File: config.mk
export PLATFORM = sky130hd
export DESIGN_NAME = dcr_regs
export DESIGN_NICKNAME = d
export VERILOG_FILES = /design/src/logic/dcr_pkg.sv /design/src/logic/dcr_ahb_slave.sv /design/src/logic/dcr_pin_mux.sv /design/src/logic/dcr_regs.sv
export SDC_FILE = /design/constraint.sdc
export NUM_CORES = 1
export LEC_CHECK = 0
export BUFFER_PORTS_ARGS = -buffer_cell sky130_fd_sc_hd__buf_2
export CAP_MARGIN = 20
export CORE_MARGIN = 1.5
export CORE_UTILIZATION = 43
export DETAILED_ROUTE_END_ITERATION = 8
export HOLD_SLACK_MARGIN = 0.15
export PLACE_DENSITY = 0.81
export SLEW_MARGIN = 20
export SYNTH_ARGS = -nofsm -noshare
export SYNTH_HDL_FRONTEND = slang
export SYNTH_HIERARCHICAL = 1
export SYNTH_SLANG_ARGS = --single-unit
File: constraint.sdc
create_clock -name hclk -period 1.65 [get_ports hclk]
set_input_delay 0.0825 -clock hclk [delete_from_list [all_inputs] [get_ports hclk]]
set_output_delay 0.0825 -clock hclk [all_outputs]
set_load 0.02 [all_outputs]
File: src/logic/dcr_pkg.sv
/*
  Constants for the device configuration and auxiliary pin register bank.
  Assumes a 32-bit AHB-Lite register bus; registers are 16 bits in the low half.
*/
package dcr_pkg;
  // Printed offsets are register indices; byte address is four times the index
  localparam logic [7:0]  IDX_CFG2     = 8'h15;
  localparam logic [7:0]  IDX_AUX      = 8'h16;
  localparam logic [9:0]  ADDR_CFG2    = {IDX_CFG2, 2'h0};
  localparam logic [9:0]  ADDR_AUX     = {IDX_AUX, 2'h0};
  localparam logic [2:0]  HSIZE_WORD   = 3'h2;

  // Second device configuration register
  localparam int          COEF_MSB     = 15;
  localparam int          COEF_LSB     = 13;
  localparam logic [2:0]  COEF_BYPASS  = 3'h7;
  localparam int          PUMP_BIT     = 6;
  localparam int          FRST_BIT     = 5;
  localparam int          ADC_TEST_BIT = 4;
  localparam int          ECHO_BIT     = 2;
  localparam int          ACQ_WD_BIT   = 1;
  localparam int          BAL_WD_BIT   = 0;
  localparam logic [15:0] CFG2_RESET   = 16'h4000;
  localparam logic [15:0] CFG2_MASK    = 16'hE077;

  // Auxiliary pin function register
  localparam int          TWS_BIT      = 15;
  localparam int          MODE_LSB     = 8;
  localparam int          DIR_LSB      = 0;
  localparam int          NUM_PINS     = 6;
  localparam logic [15:0] AUX_RESET    = 16'h3F00;
  localparam logic [15:0] AUX_MASK     = 16'hBF3F;
endpackage : dcr_pkg

File: src/logic/dcr_ahb_slave.sv
/*
  AHB-Lite slave front end: zero wait states, OKAY only, registered read data.
  Assumes the register file supplies read data for the index being addressed,
  already reflecting a write that completes on the same edge.
*/
`timescale 1ns/1ns
module dcr_ahb_slave (
  input  wire logic        hclk,
  input  wire logic        hresetn,
  input  wire logic        hsel,
  input  wire logic [31:0] haddr,
  input  wire logic [1:0]  htrans,
  input  wire logic        hwrite,
  input  wire logic [2:0]  hsize,
  input  wire logic        hready,
  input  wire logic [31:0] hwdata,
  input  wire logic [15:0] rd_data,
  output logic      [31:0] hrdata,
  output logic             hreadyout,
  output logic             hresp,
  output logic      [7:0]  rd_idx,
  output logic             wr_en,
  output logic      [7:0]  wr_idx,
  output logic      [15:0] wr_data
);
  logic        wpend_reg;
  logic        wpend_next;
  logic [7:0]  widx_reg;
  logic [7:0]  widx_next;
  logic [31:0] hrdata_reg;
  logic [31:0] hrdata_next;
  logic        take;

  always_comb begin
    take        = hsel && hready && htrans[1];
    rd_idx      = haddr[9:2];
    wpend_next  = take && hwrite && (hsize == dcr_pkg::HSIZE_WORD) && (haddr[1:0] == 2'h0);
    widx_next   = take ? haddr[9:2] : widx_reg;
    // Unmapped indices read zero because the bank returns zero for them
    hrdata_next = (take && !hwrite) ? {16'h0000, rd_data} : hrdata_reg;
  end

  always_ff @(posedge hclk or negedge hresetn) begin
    if (!hresetn) begin
      wpend_reg  <= 1'b0;
      widx_reg   <= 8'h00;
      hrdata_reg <= 32'h0000_0000;
    end else begin
      wpend_reg  <= wpend_next;
      widx_reg   <= widx_next;
      hrdata_reg <= hrdata_next;
    end
  end

  assign wr_en     = wpend_reg;
  assign wr_idx    = widx_reg;
  assign wr_data   = hwdata[15:0];
  assign hrdata    = hrdata_reg;
  // Never stalls, never errors; held in reset-safe constants
  assign hreadyout = 1'b1;
  assign hresp     = 1'b0;
endmodule : dcr_ahb_slave

File: src/logic/dcr_pin_mux.sv
/*
  Per-pin function decode for the six auxiliary multifunction pins.
  Assumes an outside two-wire controller supplies pull-low requests.
*/
`timescale 1ns/1ns
module dcr_pin_mux (
  input  wire logic [5:0] digital_mode,
  input  wire logic [5:0] direction,
  input  wire logic       two_wire_sel,
  input  wire logic [5:0] gpio_drive,
  input  wire logic       sda_pull_low,
  input  wire logic       scl_pull_low,
  output logic      [5:0] pin_o,
  output logic      [5:0] pin_oe,
  output logic      [5:0] analog_sel,
  output logic      [5:0] pulldown_en
);
  genvar n;
  generate
    for (n = 0; n < dcr_pkg::NUM_PINS; n++) begin : g_pin
      logic tw;
      logic od_low;
      assign tw = two_wire_sel && (n < 2);
      assign od_low = (n == 0) ? sda_pull_low : scl_pull_low;
      // Open-drain: only ever drives low in two-wire mode
      assign pin_o[n]       = tw ? 1'b0 : gpio_drive[n]; // RULE16
      assign pin_oe[n]      = tw ? od_low : (digital_mode[n] && direction[n]); // RULE18
      assign analog_sel[n]  = !tw && !digital_mode[n]; // RULE17
      assign pulldown_en[n] = !tw && digital_mode[n] && !direction[n]; // RULE19
    end
  endgenerate
endmodule : dcr_pin_mux

File: src/logic/dcr_regs.sv
/*
  Device configuration register and auxiliary pin function register with
  their pin-level effects: filter coefficient, charge pump disable, forced
  hard reset pull-down, alert pin DC test, watchdog disables, pin modes.
  Assumes AHB-Lite access, one clock, and outside alert, watchdog, filter,
  GPIO output and two-wire controller logic.
*/
// Design decision made here: the AHB-Lite interface to the registers.
`timescale 1ns/1ns
// Function
// RULE1: three-bit filter coefficient, resets to 010
// RULE2: coefficient weights newest sample; 111 bypasses
// RULE3: bit 6 disables high-voltage charge pump
// RULE4: bit 5 pulls shutdown pin low
// RULE5: clearing bit 5 releases the pull-down
// RULE6: host should pause link during forced reset
// RULE7: bit 4 puts alert pin in DC test
// RULE8: DC test drives alert low when alert present
// RULE9: user alert writes force alert pin level
// RULE10: DC test works in every link configuration
// RULE11: reserved bit 2 reads back written value
// RULE12: bit 1 disables acquisition watchdog, keeps flag
// RULE13: bit 0 disables balance watchdog, keeps flag
// RULE14: bit 15 selects two-wire controller, resets 0
// RULE15: mode bits reset ones, direction bits zero
// RULE16: two-wire mode uses pins 0 and 1
// RULE17: mode bit 0 analog, 1 digital
// RULE18: direction bit 1 output, digital only
// RULE19: two-wire ignores pin 1:0 bits, reads back
// RULE20: unused bits read zero, writes ignored
module dcr_regs (
  input  wire logic        hclk,
  input  wire logic        hresetn,
  input  wire logic        hsel,
  input  wire logic [31:0] haddr,
  input  wire logic [1:0]  htrans,
  input  wire logic        hwrite,
  input  wire logic [2:0]  hsize,
  input  wire logic        hready,
  input  wire logic [31:0] hwdata,
  output logic      [31:0] hrdata,
  output logic             hreadyout,
  output logic             hresp,
  input  wire logic        alert_present,
  input  wire logic        normal_alert_o,
  input  wire logic        normal_alert_oe,
  input  wire logic        user_alert_write,
  input  wire logic        user_alert_level,
  input  wire logic [5:0]  aux_pin_i,
  input  wire logic [5:0]  gpio_drive,
  input  wire logic        sda_pull_low,
  input  wire logic        scl_pull_low,
  output logic      [2:0]  filter_coefficient,
  output logic             filter_bypass,
  output logic             hv_pump_disable,
  output logic             shutdown_pin_o,
  output logic             shutdown_pin_oe,
  output logic             alert_output_pin_o,
  output logic             alert_output_pin_oe,
  output logic             acquisition_watchdog_disable,
  output logic             balance_watchdog_disable,
  output logic      [5:0]  aux_pin_o,
  output logic      [5:0]  aux_pin_oe,
  output logic      [5:0]  aux_analog_sel,
  output logic      [5:0]  aux_pulldown_en,
  output logic             sda_in
);
  logic [7:0]  rd_idx;
  logic        wr_en;
  logic [7:0]  wr_idx;
  logic [15:0] wr_data;
  logic [15:0] rd_data;

  logic [15:0] cfg2_reg;
  logic [15:0] cfg2_next;
  logic [15:0] aux_reg;
  logic [15:0] aux_next;
  logic        ovr_valid_reg;
  logic        ovr_valid_next;
  logic        ovr_level_reg;
  logic        ovr_level_next;

  logic [2:0]  coef_reg;
  logic        bypass_reg;
  logic        pump_reg;
  logic        shdn_oe_reg;
  logic        alrt_o_reg;
  logic        alrt_o_next;
  logic        alrt_oe_reg;
  logic        alrt_oe_next;
  logic        acq_wd_reg;
  logic        bal_wd_reg;
  logic [5:0]  pin_o_reg;
  logic [5:0]  pin_oe_reg;
  logic [5:0]  ana_reg;
  logic [5:0]  pd_reg;
  logic        sda_reg;

  logic [5:0]  mux_o;
  logic [5:0]  mux_oe;
  logic [5:0]  mux_ana;
  logic [5:0]  mux_pd;
  logic        test_en;

  dcr_ahb_slave u_bus (
    .hclk      (hclk),
    .hresetn   (hresetn),
    .hsel      (hsel),
    .haddr     (haddr),
    .htrans    (htrans),
    .hwrite    (hwrite),
    .hsize     (hsize),
    .hready    (hready),
    .hwdata    (hwdata),
    .rd_data   (rd_data),
    .hrdata    (hrdata),
    .hreadyout (hreadyout),
    .hresp     (hresp),
    .rd_idx    (rd_idx),
    .wr_en     (wr_en),
    .wr_idx    (wr_idx),
    .wr_data   (wr_data)
  );

  // Register file
  always_comb begin
    cfg2_next = cfg2_reg;
    aux_next  = aux_reg;
    if (wr_en && wr_idx == dcr_pkg::IDX_CFG2) begin
      cfg2_next = wr_data & dcr_pkg::CFG2_MASK; // RULE20
    end
    if (wr_en && wr_idx == dcr_pkg::IDX_AUX) begin
      aux_next = wr_data & dcr_pkg::AUX_MASK; // RULE20
    end
    // Read from next values so a read right after a write sees the new data
    case (rd_idx)
      dcr_pkg::IDX_CFG2: rd_data = cfg2_next; // RULE11
      dcr_pkg::IDX_AUX:  rd_data = aux_next; // RULE19
      default:           rd_data = 16'h0000;
    endcase
  end

  always_ff @(posedge hclk or negedge hresetn) begin
    if (!hresetn) begin
      cfg2_reg <= dcr_pkg::CFG2_RESET; // RULE1
      aux_reg  <= dcr_pkg::AUX_RESET; // RULE15
    end else begin
      cfg2_reg <= cfg2_next;
      aux_reg  <= aux_next;
    end
  end

  // Alert pin DC test override
  assign test_en = cfg2_reg[dcr_pkg::ADC_TEST_BIT];

  always_comb begin
    ovr_valid_next = ovr_valid_reg;
    ovr_level_next = ovr_level_reg;
    if (!test_en) begin
      ovr_valid_next = 1'b0;
    end else if (user_alert_write) begin
      ovr_valid_next = 1'b1; // RULE9
      ovr_level_next = user_alert_level;
    end
    // Link configuration is deliberately not consulted here
    if (test_en) begin
      alrt_oe_next = 1'b1; // RULE10
      alrt_o_next  = ovr_valid_reg ? !ovr_level_reg : !alert_present; // RULE8
    end else begin
      alrt_oe_next = normal_alert_oe; // RULE7
      alrt_o_next  = normal_alert_o;
    end
  end

  always_ff @(posedge hclk or negedge hresetn) begin
    if (!hresetn) begin
      ovr_valid_reg <= 1'b0;
      ovr_level_reg <= 1'b0;
      alrt_o_reg    <= 1'b1;
      alrt_oe_reg   <= 1'b0;
    end else begin
      ovr_valid_reg <= ovr_valid_next;
      ovr_level_reg <= ovr_level_next;
      alrt_o_reg    <= alrt_o_next;
      alrt_oe_reg   <= alrt_oe_next;
    end
  end

  dcr_pin_mux u_mux (
    .digital_mode (aux_reg[dcr_pkg::MODE_LSB +: 6]),
    .direction    (aux_reg[dcr_pkg::DIR_LSB +: 6]),
    .two_wire_sel (aux_reg[dcr_pkg::TWS_BIT]), // RULE14
    .gpio_drive   (gpio_drive),
    .sda_pull_low (sda_pull_low),
    .scl_pull_low (scl_pull_low),
    .pin_o        (mux_o),
    .pin_oe       (mux_oe),
    .analog_sel   (mux_ana),
    .pulldown_en  (mux_pd)
  );

  // Output stage; every pin-facing signal except the constant shutdown_pin_o leaves from a flip-flop
  always_ff @(posedge hclk or negedge hresetn) begin
    if (!hresetn) begin
      coef_reg    <= 3'h0;
      bypass_reg  <= 1'b0;
      pump_reg    <= 1'b0;
      shdn_oe_reg <= 1'b0;
      acq_wd_reg  <= 1'b0;
      bal_wd_reg  <= 1'b0;
      pin_o_reg   <= 6'h00;
      pin_oe_reg  <= 6'h00;
      ana_reg     <= 6'h00;
      pd_reg      <= 6'h00;
      sda_reg     <= 1'b1;
    end else begin
      coef_reg    <= cfg2_reg[dcr_pkg::COEF_MSB:dcr_pkg::COEF_LSB]; // RULE1
      bypass_reg  <= cfg2_reg[dcr_pkg::COEF_MSB:dcr_pkg::COEF_LSB] == dcr_pkg::COEF_BYPASS; // RULE2
      pump_reg    <= cfg2_reg[dcr_pkg::PUMP_BIT]; // RULE3
      // Pull-down follows the bit, so clearing it in time releases the pin
      shdn_oe_reg <= cfg2_reg[dcr_pkg::FRST_BIT]; // RULE5
      // Disables only; the timeout flags live elsewhere and are never cleared here
      acq_wd_reg  <= cfg2_reg[dcr_pkg::ACQ_WD_BIT]; // RULE12
      bal_wd_reg  <= cfg2_reg[dcr_pkg::BAL_WD_BIT]; // RULE13
      pin_o_reg   <= mux_o;
      pin_oe_reg  <= mux_oe; // RULE16
      ana_reg     <= mux_ana; // RULE17
      pd_reg      <= mux_pd;
      sda_reg     <= aux_pin_i[0];
    end
  end

  assign filter_coefficient           = coef_reg;
  assign filter_bypass                = bypass_reg;
  assign hv_pump_disable              = pump_reg;
  assign shutdown_pin_o               = 1'b0; // RULE4
  assign shutdown_pin_oe              = shdn_oe_reg;
  assign alert_output_pin_o           = alrt_o_reg;
  assign alert_output_pin_oe          = alrt_oe_reg;
  assign acquisition_watchdog_disable = acq_wd_reg;
  assign balance_watchdog_disable     = bal_wd_reg;
  assign aux_pin_o                    = pin_o_reg;
  assign aux_pin_oe                   = pin_oe_reg;
  assign aux_analog_sel               = ana_reg;
  assign aux_pulldown_en              = pd_reg;
  assign sda_in                       = sda_reg;

  // Checks
  a_coef_write: assert property (@(posedge hclk) disable iff (!hresetn) // RULE1
    wr_en && wr_idx == dcr_pkg::IDX_CFG2 |=> ##1
      filter_coefficient == $past(wr_data[dcr_pkg::COEF_MSB:dcr_pkg::COEF_LSB], 2))
    else $error("filter coefficient did not follow write");

  a_bypass_code: assert property (@(posedge hclk) disable iff (!hresetn) // RULE2
    filter_bypass ==
      ($past(cfg2_reg[dcr_pkg::COEF_MSB:dcr_pkg::COEF_LSB]) == dcr_pkg::COEF_BYPASS))
    else $error("bypass does not match coefficient 111");

  a_pump_follow: assert property (@(posedge hclk) disable iff (!hresetn) // RULE3
    $rose(cfg2_reg[dcr_pkg::PUMP_BIT]) |=> hv_pump_disable)
    else $error("charge pump disable not applied");

  a_shdn_pull: assert property (@(posedge hclk) disable iff (!hresetn) // RULE4
    cfg2_reg[dcr_pkg::FRST_BIT] |=> shutdown_pin_oe && !shutdown_pin_o)
    else $error("shutdown pin not pulled low");

  a_shdn_release: assert property (@(posedge hclk) disable iff (!hresetn) // RULE5
    $fell(cfg2_reg[dcr_pkg::FRST_BIT]) |=> !shutdown_pin_oe)
    else $error("shutdown pull-down not released");

  a_alert_normal: assert property (@(posedge hclk) disable iff (!hresetn) // RULE7
    !test_en |=> alert_output_pin_oe == $past(normal_alert_oe)
      && alert_output_pin_o == $past(normal_alert_o))
    else $error("alert pin not on normal drive outside DC test");

  a_dc_alert: assert property (@(posedge hclk) disable iff (!hresetn) // RULE8
    test_en && !ovr_valid_reg |=> alert_output_pin_oe
      && alert_output_pin_o == !$past(alert_present))
    else $error("alert pin level wrong in DC test");

  a_dc_user: assert property (@(posedge hclk) disable iff (!hresetn) // RULE9
    test_en && user_alert_write ##1 test_en |=>
      alert_output_pin_o == !$past(user_alert_level, 2))
    else $error("user alert write did not force pin");

  a_echo_bit: assert property (@(posedge hclk) disable iff (!hresetn) // RULE11
    wr_en && wr_idx == dcr_pkg::IDX_CFG2 |=>
      cfg2_reg[dcr_pkg::ECHO_BIT] == $past(wr_data[dcr_pkg::ECHO_BIT]))
    else $error("reserved bit does not echo write");

  a_acq_wd_follow: assert property (@(posedge hclk) disable iff (!hresetn) // RULE12
    acquisition_watchdog_disable == $past(cfg2_reg[dcr_pkg::ACQ_WD_BIT]))
    else $error("acquisition watchdog disable not applied");

  a_bal_wd_follow: assert property (@(posedge hclk) disable iff (!hresetn) // RULE13
    balance_watchdog_disable == $past(cfg2_reg[dcr_pkg::BAL_WD_BIT]))
    else $error("balance watchdog disable not applied");

  a_pin_analog: assert property (@(posedge hclk) disable iff (!hresetn) // RULE17
    aux_analog_sel == $past(~aux_reg[dcr_pkg::MODE_LSB +: 6]
      & ~(aux_reg[dcr_pkg::TWS_BIT] ? 6'h03 : 6'h00)))
    else $error("analog select does not follow mode bits");

  a_unused_zero: assert property (@(posedge hclk) disable iff (!hresetn) // RULE20
    (cfg2_reg & ~dcr_pkg::CFG2_MASK) == 16'h0000 && (aux_reg & ~dcr_pkg::AUX_MASK) == 16'h0000)
    else $error("unused bit set");

  a_sda_drive: assert property (@(posedge hclk) disable iff (!hresetn) // RULE16
    aux_reg[dcr_pkg::TWS_BIT] && sda_pull_low |=> aux_pin_oe[0] && !aux_pin_o[0])
    else $error("data line not pulled low in two-wire mode");
endmodule : dcr_regs

[Word level (Yosys, flattened, before mapping)]
Cells that the tools add are included.
Storage, ports and cells
  register bits after elaboration: 94
  logic and storage cells: 81
  RAM bits: 0
  memories: 0
  bits in latches: 0
  bits in read-only memories: 0
Operators by class
  $lt $le $gt $ge: 0
  add/subtract/negate cells: 0
  shifts and indexed selects: 0
  bitwise logic cells: 0
  mux-type cells: 12
  equality and inequality tests: 7
  multiply operators: 0
  div/mod/pow operators: 0
  reductions and logical operators: 42
Operators with widths (count)
  8-bit by 5-bit == test with 1-bit output (second input constant): 4
  16-bit 2-to-1 mux: 2
  16-bit case mux with 2 select lines: 1
  1-bit logical AND: 24
  1-bit logical NOT: 16
  1-bit 2-to-1 mux: 9
  3-bit by 2-bit == test with 1-bit output (second input constant): 1
  3-bit == test (second input constant): 1
  2-bit logical NOT: 1
  2-bit != test (second input constant): 1
  2-bit AND reduction: 1

[Longest topological paths before layout]
Gate-level depths: netlist of the first run.
  word-level depth: 5
  mapped depth: 7
  depth with buffers taken out: 5

[By module]
The synthesis of the first run kept the hierarchy.
Modules (own cells, without submodules)
  dcr_regs: area an instance 2419.8 sq um, cells an instance 171, instances 1
  dcr_ahb_slave: area an instance 1318.8 sq um, cells an instance 98, instances 1
  dcr_pin_mux: area an instance 166.4 sq um, cells an instance 29, instances 1

[Worst setup path before layout of the first run]
Ideal clock, no wire load.
  path type: register to register
  start point: reg u_bus.widx_reg[3] (netlist: u_bus/wr_idx[3])
  end point: reg u_bus.hrdata_reg[5] (netlist: u_bus/hrdata[5])
  cell stages (with the launch flop): 8
  buffers on the path: 2
  required time: 1.525 ns
  data arrival time: 1.594 ns
  clock period less this slack: 1.719 ns
  setup time: 0.125 ns
  path slack: -0.069 ns
  cell sequence: dfrtp_1 -> and4bb_2 -> nand4b_1 -> buf_6 -> buf_6 -> mux2i_1 -> o22ai_1 -> mux2_4
Between the ends
  longest elaborated chain between the ends: 4
  elaborated cells on any way between the ends: 7
  those cells by class: eq/ne (2); mux (3); reduce/logical (2)
Ends and longest elaborated chain
  start, declared: line dcr_ahb_slave.sv:28  | logic [7:0] widx_reg;
  start signal, assigned: line dcr_ahb_slave.sv:50  | widx_reg <= widx_next;
  8-bit by 5-bit == test with 1-bit output (on tied branches): line dcr_regs.sv:132, dcr_regs.sv:129
  1-bit logical AND (on tied branches): line dcr_regs.sv:132, dcr_regs.sv:129
  16-bit 2-to-1 mux (on tied branches): line dcr_regs.sv:132, dcr_regs.sv:129
  16-bit case mux with 2 select lines *: line dcr_regs.sv:136  | case (rd_idx)
  via rd_data[5]: line dcr_regs.sv:72  | logic [15:0] rd_data;
  end signal, assigned: line dcr_ahb_slave.sv:51  | hrdata_reg <= hrdata_next;
  end, declared: line dcr_ahb_slave.sv:30  | logic [31:0] hrdata_reg;
The timed path passes the listed nets; every way through them passes the cells marked *.
A chain may end at the register's enable or synchronous reset.

[Worst setup path in the final report of the first run]
  start point: reg u_bus.widx_reg[2] (netlist: u_bus/wr_idx[2])
  end point: reg u_bus.hrdata_reg[4] (netlist: u_bus/hrdata[4])
The elaborated chain is that of the path after synthesis.

==> results of run 1 <==
power breakdown:
part	total [mW]	switching [mW]	internal (mW)
Sequential	2.50	0.0712	2.43
Clock	1.36	0.806	0.557
Combinational	0.547	0.277	0.270
Total	4.41	1.15	3.25
cell type report:
| class | instances | area [um^2] | share of cell area [%] |
|---|---|---|---|
| sequential | 94 | 2364 | 45.89 |
| multi-input combinational | 130 | 1231 | 23.91 |
| timing repair buffer | 163 | 1111 | 21.57 |
| inverter | 36 | 135.1 | 2.624 |
| tap | 108 | 135.1 | 2.624 |
| clock buffer | 10 | 127.6 | 2.478 |
| clock inverter | 6 | 46.29 | 0.8989 |
stage by stage:
stage	TNS [ps]	setup WS, ps	hold slack, ps
4_1_cts	-1895	-160.4	246.1
3_3_place_gp	-742.5	-74.62	165.3
2_1_floorplan	-472.8	-59.17	-213.1
3_5_place_dp	-1508	-180.2	174.6
6_report	-1889	-171.3	259.9
5_1_grt	-3197	-254.3	262.3
tightest hold or removal path: cells and delay by family:
kind	cells	cell delay (ps)
simple gates	1	180
mux	1	180
buf+inv	1	130
how the worst max path moves through the flow:
stage / startpoint / to / slack, ps / depth (start not counted)
2_1_floorplan: u_bus/wr_idx[6] / u_bus/hrdata[5] / -60 / 7
3_3_place_gp: u_bus/wr_idx[5] / u_bus/hrdata[5] / -70 / 7
3_5_place_dp: u_bus/wr_idx[5] / u_bus/hrdata[4] / -180 / 7
4_1_cts: u_bus/wr_idx[5] / u_bus/hrdata[5] / -160 / 7
5_1_grt: u_bus/wr_idx[3] / u_bus/hrdata[12] / -250 / 6
6_report: u_bus/wr_idx[2] / u_bus/hrdata[4] / -170 / 7
layer usage:
| metal | wire [um] | global-route usage, % |
|---|---|---|
| met5 | 0 | 0 |
| met2 | 4136 | 29.87 |
| met3 | 347 | 2.863 |
| met1 | 3367 | 21.75 |
| met4 | 93 | 5.417 |
repair_timing:
action	CTS	global route
setup buffers	8	0
hold buffers	40	0
gates cloned	1	0
hold endpoints to repair	137	0
pin swaps	1	0
resized for setup	13	19
setup endpoints to repair	15	17
==> results_dict.tcl, run 1 <==
set metrics [dict create \
    p_leak_nw 2.754 \
    antenna_left 0 \
    place_area_mm2 0.004340 \
    vias_per_cell 4.590 \
    final_nets 527 \
    powerDensity_mw_per_mm2 856.3 \
    syn_area_per_cell_um2 13.12 \
    finalHoldViolCount 0 \
    clkTransAtPathRegs_ps 90 \
    drive_gt1_share_pct 45.56 \
    die_area_mm2 0.009644 \
    drtPass1Iterations 4 \
    critPathMaxStageDelay_ps 390 \
    via_count 2511 \
    ys_warn_count 6 \
    min_path_cells 3 \
    insertion_delay_ps 350 \
    io_pins 163 \
    setup_violations 16 \
    max-vdd-ir-drop_mv 0.4610 \
    crit_path_top_delay_cell "dfrtp_1" \
    wl_per_cell_um 14.52 \
    hold_path_class "input port to flop" \
    grt_pass1_wl_um 13010 \
    required_ps 1880 \
    dpl.hpwl_um 5023 \
    final_util_pct 58.77 \
    gp_congestion 0.7501 \
    drc 0 \
    routed_wirelength_um 7944 \
    worstSetupEndpointType "flop" \
    grt_max_degree 95 \
    synth_area_mm2 0.003897 \
    grt_overflow 0 \
    regToRegStartpoint "u_bus/wr_idx[2]" \
    drv_cap 0 \
    fin_crit_ps 1821 \
    slew_violations 0 \
    rrSetupSlack_ps -170 \
    initial_utilization_pct 44.47 \
    worstRegToRegCells 7 \
    worstSetupPathType "flop to flop" \
    dieHeight_um 98.21 \
    tightest_slew_ps 517.8 \
    dp.cells 482 \
    h-tree-depth 3 \
    grt_pass1_vias 2705 \
    p_total_mw 4.410 \
    r2r-end "u_bus/hrdata[4]" \
    violations "setup timing" \
    drtIter0Drc 71 \
    status "finished with violations" \
    cp_top_family "multiplexers" \
    final_cell_mix "98 x buf_2, 85 x dfrtp_1, 40 x dlygate4sd3_1" \
    worstHoldStart "hready" \
    syn2layout_area_growth_pct 32.13 \
    fillCellCount 725 \
    relSlewSlack_pct 65.42 \
    final_area_mm2 0.005150 \
    max_freq_mhz 549.1 \
    grt_setup_unrepaired "yes" \
    clock_skew_ps 11.74 \
    critPathArrivalTime_ps 2050 \
    cts-buffers-inserted 9 \
    layoutNonFillerInstCount 547 \
    crit_path_max_fanout 15 \
    portBuffers 98 \
    core_area_mm2 0.008763 \
    antenna_found_initial 0 \
    cp-start-kind "flop" \
    die_w_um 98.21 \
    cp_cell_sequence "and4bb_2 -> buf_4 -> nand4b_4 -> buf_12 -> mux2i_4 -> o22ai_1 -> mux2_4" \
    hold_end "u_bus/wr_idx[2]" \
    period_share_pct 110.4 \
    std_cell_rows 34 \
    cts_tree "done" \
    synth_cells 297 \
    cp.buffers_inverters 2 \
    ctsLongestPathBuffers 2 \
    cts.sinks 94 \
    fin_ws_ps -171.3 \
    final_common_cell "buf_2" \
    cts_root_buf "clkbuf_8" \
    antenna_cells 0 \
    grt_usage_pct 17.09 \
]
Note: power is estimated with default switching activity, not from simulation.
==> run 2: changes to the inputs <==
--- a/config.mk
+++ b/config.mk
@@ -8,10 +8,11 @@
 export BUFFER_PORTS_ARGS = -buffer_cell sky130_fd_sc_hd__buf_2
 export CAP_MARGIN = 20
 export CORE_MARGIN = 1.5
-export CORE_UTILIZATION = 43
+export CORE_UTILIZATION = 45
+export CTS_BUF_LIST = sky130_fd_sc_hd__clkbuf_4
 export DETAILED_ROUTE_END_ITERATION = 8
 export HOLD_SLACK_MARGIN = 0.15
-export PLACE_DENSITY = 0.81
+export PLACE_DENSITY = 0.84
 export SLEW_MARGIN = 20
 export SYNTH_ARGS = -nofsm -noshare
 export SYNTH_HDL_FRONTEND = slang
==> run 2 against run 1 <==
Net effect: the flow still finishes with violations (setup timing); flip-flop and latch count is the same; critical path depth decreased by 1; final area up 1.1%; non-clock buffer count is the same; hold slack lost 60 ps; via count shrank 0.56%; maximum frequency shrank 0.36%; clock-buffer cell count is the same; die area is 4.3% lower; wire length is 1.5% higher; cell count decreased by 0.55%; total power down 2.8%.
==> results_dict.tcl, run 2 (same netlist as run 1, synthesis figures left out) <==
set metrics [dict create \
    cp-start-kind "flop" \
    layoutNonFillerInstCount 544 \
    critPathArrivalTime_ps 2130 \
    internal-power_mw 3.180 \
    worstSetupPathType "flop to flop" \
    crit_path_max_fanout 8 \
    final_common_cell "buf_2" \
    final_cell_mix "97 x buf_2, 85 x dfrtp_1, 42 x dlygate4sd3_1" \
    via_count 2497 \
    die_area_mm2 0.009228 \
    gp_congestion 0.7400 \
    fin_crit_ps 1828 \
    violations "setup timing" \
    max-vdd-ir-drop_mv 0.6038 \
    final_nets 527 \
    wl_met2_um 4228 \
    insertion_delay_ps 420 \
    dieHeight_um 96.07 \
    met1Wirelength_um 3325 \
    portBuffers 98 \
    hold_path_class "input port to flop" \
    cp_cell_sequence "and4bb_2 -> nand4b_1 -> buf_6 -> mux2i_1 -> o22ai_1 -> mux2_4" \
    initial_utilization_pct 46.96 \
    grt_pass1_vias 2530 \
    crit_path_top_delay_cell "dfrtp_1" \
    power.share.sequential_pct 58.5 \
    met3_length_um 376 \
    drv_cap 0 \
    cts-buffers-inserted 9 \
    clock_skew_ps 17.49 \
    drtPass1Iterations 4 \
    die_w_um 96.07 \
    grt_overflow 0 \
    grt_pass1_wl_um 12070 \
    grt_usage_pct 17.75 \
    antenna_left 0 \
    ctsLongestPathBuffers 2 \
    max_freq_mhz 547.1 \
    period_share_pct 110.8 \
    cts.sinks 94 \
    io_pins 163 \
    std_cell_rows 33 \
    required_ps 1950 \
    tightest_slew_ps 528.9 \
    clkTransAtPathRegs_ps 140 \
    critPathMaxStageDelay_ps 410 \
    whs_ps 199.7 \
    routed_wirelength_um 8061 \
    wl_per_cell_um 14.82 \
    antenna_cells 0 \
    cts_tree "done" \
    slew_violations 0 \
    p_comb_share_pct 13.0 \
    h-tree-depth 3 \
    fin_ws_ps -177.8 \
    powerDensity_mw_per_mm2 822.8 \
    drc 0 \
    antenna_found_initial 0 \
    swShare_pct 25.78 \
    routed.top_layer "met4" \
    dp_slack_ps -151.2 \
    finalHoldViolCount 0 \
    drtIter0Drc 78 \
    worstSetupEndpointType "flop" \
    grt_max_degree 50 \
    grt_setup_unrepaired "yes" \
    setup_violations 17 \
    drive_gt1_share_pct 47.38 \
    dpl.hpwl_um 5152 \
    relSlewSlack_pct 64.69 \
    core_area_mm2 0.008299 \
    p_leak_nw 2.764 \
    syn2layout_area_growth_pct 33.61 \
    dp.cells 481 \
    vias_per_cell 4.590 \
    clockPowerShare_pct 28.5 \
    status "finished with violations" \
    p_sw_mw 1.105 \
    cts_root_buf "clkbuf_4" \
]
run 2: changes by cell type in the layout (fill, tap and decap cells not counted), moves of 2 or more:
cell	before	now
o22ai_2	0	7
dlygate4sd3_1	40	42
mux2i_4	11	14
clkbuf_4	0	10
inv_2	1	4
clkbuf_8	9	0
buf_4	21	18
mux2i_2	6	2
inv_1	35	32
o22ai_1	16	9
run 2: area by class of cell:
type / instances / area [um^2]
Tap cell: 105 / 131.4
Clock inverter: 6 / 62.56
Clock buffer: 10 / 75.07
Timing Repair Buffer: 163 / 1135
Fill cell: 634 / 3092
Inverter: 36 / 135.1
Multi-Input combinational cell: 130 / 1305
Sequential cell: 94 / 2364
run 2: path summary, 6_finish.rpt:
check / slack, ps / endpoint / cells after the start / start
min in group asynchronous: 610 / acquisition_watchdog_disable / 3 / hresetn
max in group asynchronous: 130 / aux_reg[8] / 4 / hresetn
worst max register to register: -180 / u_bus/hrdata[3] / 6 / u_bus/wr_idx[3]
worst min register to register: 400 / acquisition_watchdog_disable / 0 / cfg2_reg[1]
worst min-delay path: 200 / u_bus/wr_idx[4] / 3 / hready
worst max-delay path: -180 / u_bus/hrdata[3] / 6 / u_bus/wr_idx[3]
run 2: power groups by stage:
stage / registers, mW / clock network, mW / logic (mW)
floorplan: 2.59 / 0 / 0.255
global placement: 2.53 / 0 / 0.416
detailed placement: 2.54 / 0 / 0.431
CTS: 2.50 / 1.25 / 0.511
global route: 2.52 / 1.34 / 0.607
finish: 2.51 / 1.22 / 0.557
run 2: per-stage QoR:
stage | power (mW) | TNS (ps) | util, % | cell area, um^2
6_report | 4.285 | -2294 | 62.75 | 5207
5_1_grt | 4.472 | -3588 | 62.75 | 5207
4_1_cts | 4.264 | -1840 | 59.40 | 4930
3_5_place_dp | 2.973 | -1549 | 52.59 | 4364
3_3_place_gp | 2.949 | -978.2 | 52.59 | 4364
2_1_floorplan | 2.841 | -472.8 | - | 3980
run 2: what timing repair did:
| item | CTS | global route |
|---|---|---|
| hold endpoints to repair | 150 | 20 |
| pin swaps | 0 | 3 |
| setup endpoints to repair | 16 | 38 |
| hold buffers | 42 | 1 |
| setup buffers | 0 | 6 |
| gates resized for setup | 2 | 45 |
run 2: critical path, delay by kind of cell, from the launching register on:
family                 cells  cell delay, ps
AOI/OAI and AO/OA          1             100
buffers and inverters      1             220
muxes                      2             470
and+or+nand+nor            2             520
DFF                        1             410
run 2: layer usage:
layer / track usage (%) / vias up
met1: 21.60 / 1220
met4: 6.985 / 0
met2: 30.58 / 85
li1: - / 1180
met5: 0 / -
met3: 3.870 / 12
==> run 3: changes to the inputs <==
--- a/config.mk
+++ b/config.mk
@@ -11,6 +11,7 @@
 export CORE_UTILIZATION = 45
 export CTS_BUF_LIST = sky130_fd_sc_hd__clkbuf_4
 export DETAILED_ROUTE_END_ITERATION = 8
+export GPL_TIMING_DRIVEN = 0
 export HOLD_SLACK_MARGIN = 0.15
 export PLACE_DENSITY = 0.84
 export SLEW_MARGIN = 20
==> run 3 against run 2 <==
Net effect: highest routed layer unchanged; clock power down 13%; via count up 6.2%; total power down 1.2%; register-to-register slack worse by 50 ps; final area up 5.4%; the flow still finishes with violations (setup timing).
==> results_dict.tcl, run 3 (same netlist as run 1, synthesis figures left out) <==
set metrics [dict create \
    die_w_um 96.07 \
    clkTransAtPathRegs_ps 160 \
    insertion_delay_ps 430 \
    dpl.hpwl_um 5213 \
    vias_per_cell 4.571 \
    status "finished with violations" \
    crit_path_max_fanout 10 \
    max_freq_mhz 532.0 \
    finalHoldViolCount 0 \
    grt_usage_pct 19.09 \
    worstSetupEndpointType "flop" \
    fin_ws_ps -229.8 \
    fillCellCount 638 \
    std_cell_rows 33 \
    slew_violations 0 \
    dieHeight_um 96.07 \
    cts-buffers-inserted 9 \
    via_count 2651 \
    grt_setup_unrepaired "yes" \
    final_common_cell "dfrtp_1" \
    critPathArrivalTime_ps 2190 \
    clock_skew_ps 25.13 \
    grt_pass1_wl_um 12940 \
    antenna_cells 0 \
    wl_per_cell_um 14.69 \
    hold_path_class "input port to asynchronous set/reset pin" \
    cts_root_buf "clkbuf_4" \
    grt_pass1_vias 2700 \
    drc 0 \
    place_area_mm2 0.004537 \
    syn2layout_area_growth_pct 40.83 \
    powerDensity_mw_per_mm2 771.1 \
    final_area_mm2 0.005489 \
    die_area_mm2 0.009228 \
    fin_crit_ps 1880 \
    setup_violations 16 \
    period_share_pct 113.9 \
    final_cell_mix "85 x dfrtp_1, 78 x buf_2, 59 x buf_4" \
    required_ps 1960 \
    initial_utilization_pct 46.96 \
    drtIter0Drc 60 \
    h-tree-depth 3 \
    core_area_mm2 0.008299 \
    drive_gt1_share_pct 47.16 \
    cp-start-kind "flop" \
    gp_congestion 0.7097 \
    relSlewSlack_pct 57.71 \
    routed_wirelength_um 8523 \
    grt_overflow 0 \
    io_pins 163 \
    drtPass1Iterations 5 \
    grt_max_degree 49 \
    violations "setup timing" \
    p_leak_nw 2.919 \
    cts.sinks 94 \
    antenna_left 0 \
    cts_tree "done" \
    portBuffers 79 \
    worstSetupPathType "flop to flop" \
    antenna_found_initial 0 \
    drv_cap 0 \
    final_util_pct 66.14 \
    tightest_slew_ps 634.4 \
    ctsLongestPathBuffers 2 \
    max-vdd-ir-drop_mv 0.4052 \
    final_nets 563 \
]
-- run 3: what timing repair did --
item                                    in CTS  in global routing
setup buffers                                8                  6
resized for setup                            7                 34
hold buffers                                52                  0
pin swaps                                    2                  4
endpoints found under the hold margin      147                  0
endpoints found under the setup margin      16                 22
-- run 3: worst paths after layout --
| kind | from | end | slack (ps) | cells after the start |
|---|---|---|---|---|
| max | u_bus/wr_idx[6] | u_bus/hrdata[15] | -230 | 7 |
| min | hresetn | aux_pin_o[0] | 190 | 2 |
| max reg2reg | u_bus/wr_idx[6] | u_bus/hrdata[15] | -230 | 7 |
| min reg2reg | cfg2_reg[15] | filter_coefficient[2] | 400 | 0 |
| max in group asynchronous | hresetn | aux_reg[10] | 750 | 3 |
| min in group hclk | aux_pin_i[0] | sda_in | 300 | 2 |
-- run 3: cell type report --
class                   instances  area, um^2  area share (%)
clock buffers                   9       67.56           1.231
clock inverters                 7       40.04          0.7294
repair buffers                146        1062           19.35
plain buffers                  53       417.9           7.613
flip-flops and latches         94        2364           43.06
well taps                     105       131.4           2.393
multi-input cells             130        1271           23.16
inverters                      36       135.1           2.462
-- run 3: stage by stage --
stage               setup TNS [ps]  hold WS [ps]  cells  total power, mW  setup WS (ps)
detailed placement           -5043         145.5    498            3.022         -390.0
global placement            -30380         190.1    497            2.991         -359.7
floorplan                   -472.8        -213.1    313            2.841         -59.17
CTS                          -3390         205.5    574            4.208         -257.3
global route                 -4380         204.0    580            4.432         -323.6
finish                       -2815         188.4    580            4.233         -229.8
-- run 3: where the power goes --
part,switching [mW],internal [mW]
clock network,0.761,0.299
logic,0.299,0.370
registers,0.0742,2.43
total,1.13,3.10
-- run 3: worst max-delay path, cell delays in order (launching register included) --
cell	delay [ps]
dfrtp_1	400
and4bb_2	310
buf_4	120
nand4b_4	130
buf_6	190
mux2i_1	200
o22ai_1	100
mux2_4	300
-- run 3: layer usage --
metal	track usage, %	share of wire [%]	wire length, um
met1	23.02	42	3592
met2	34.27	52	4391
met3	3.633	5.3	453
met4	5.882	1.0	85
met5	0	0	0
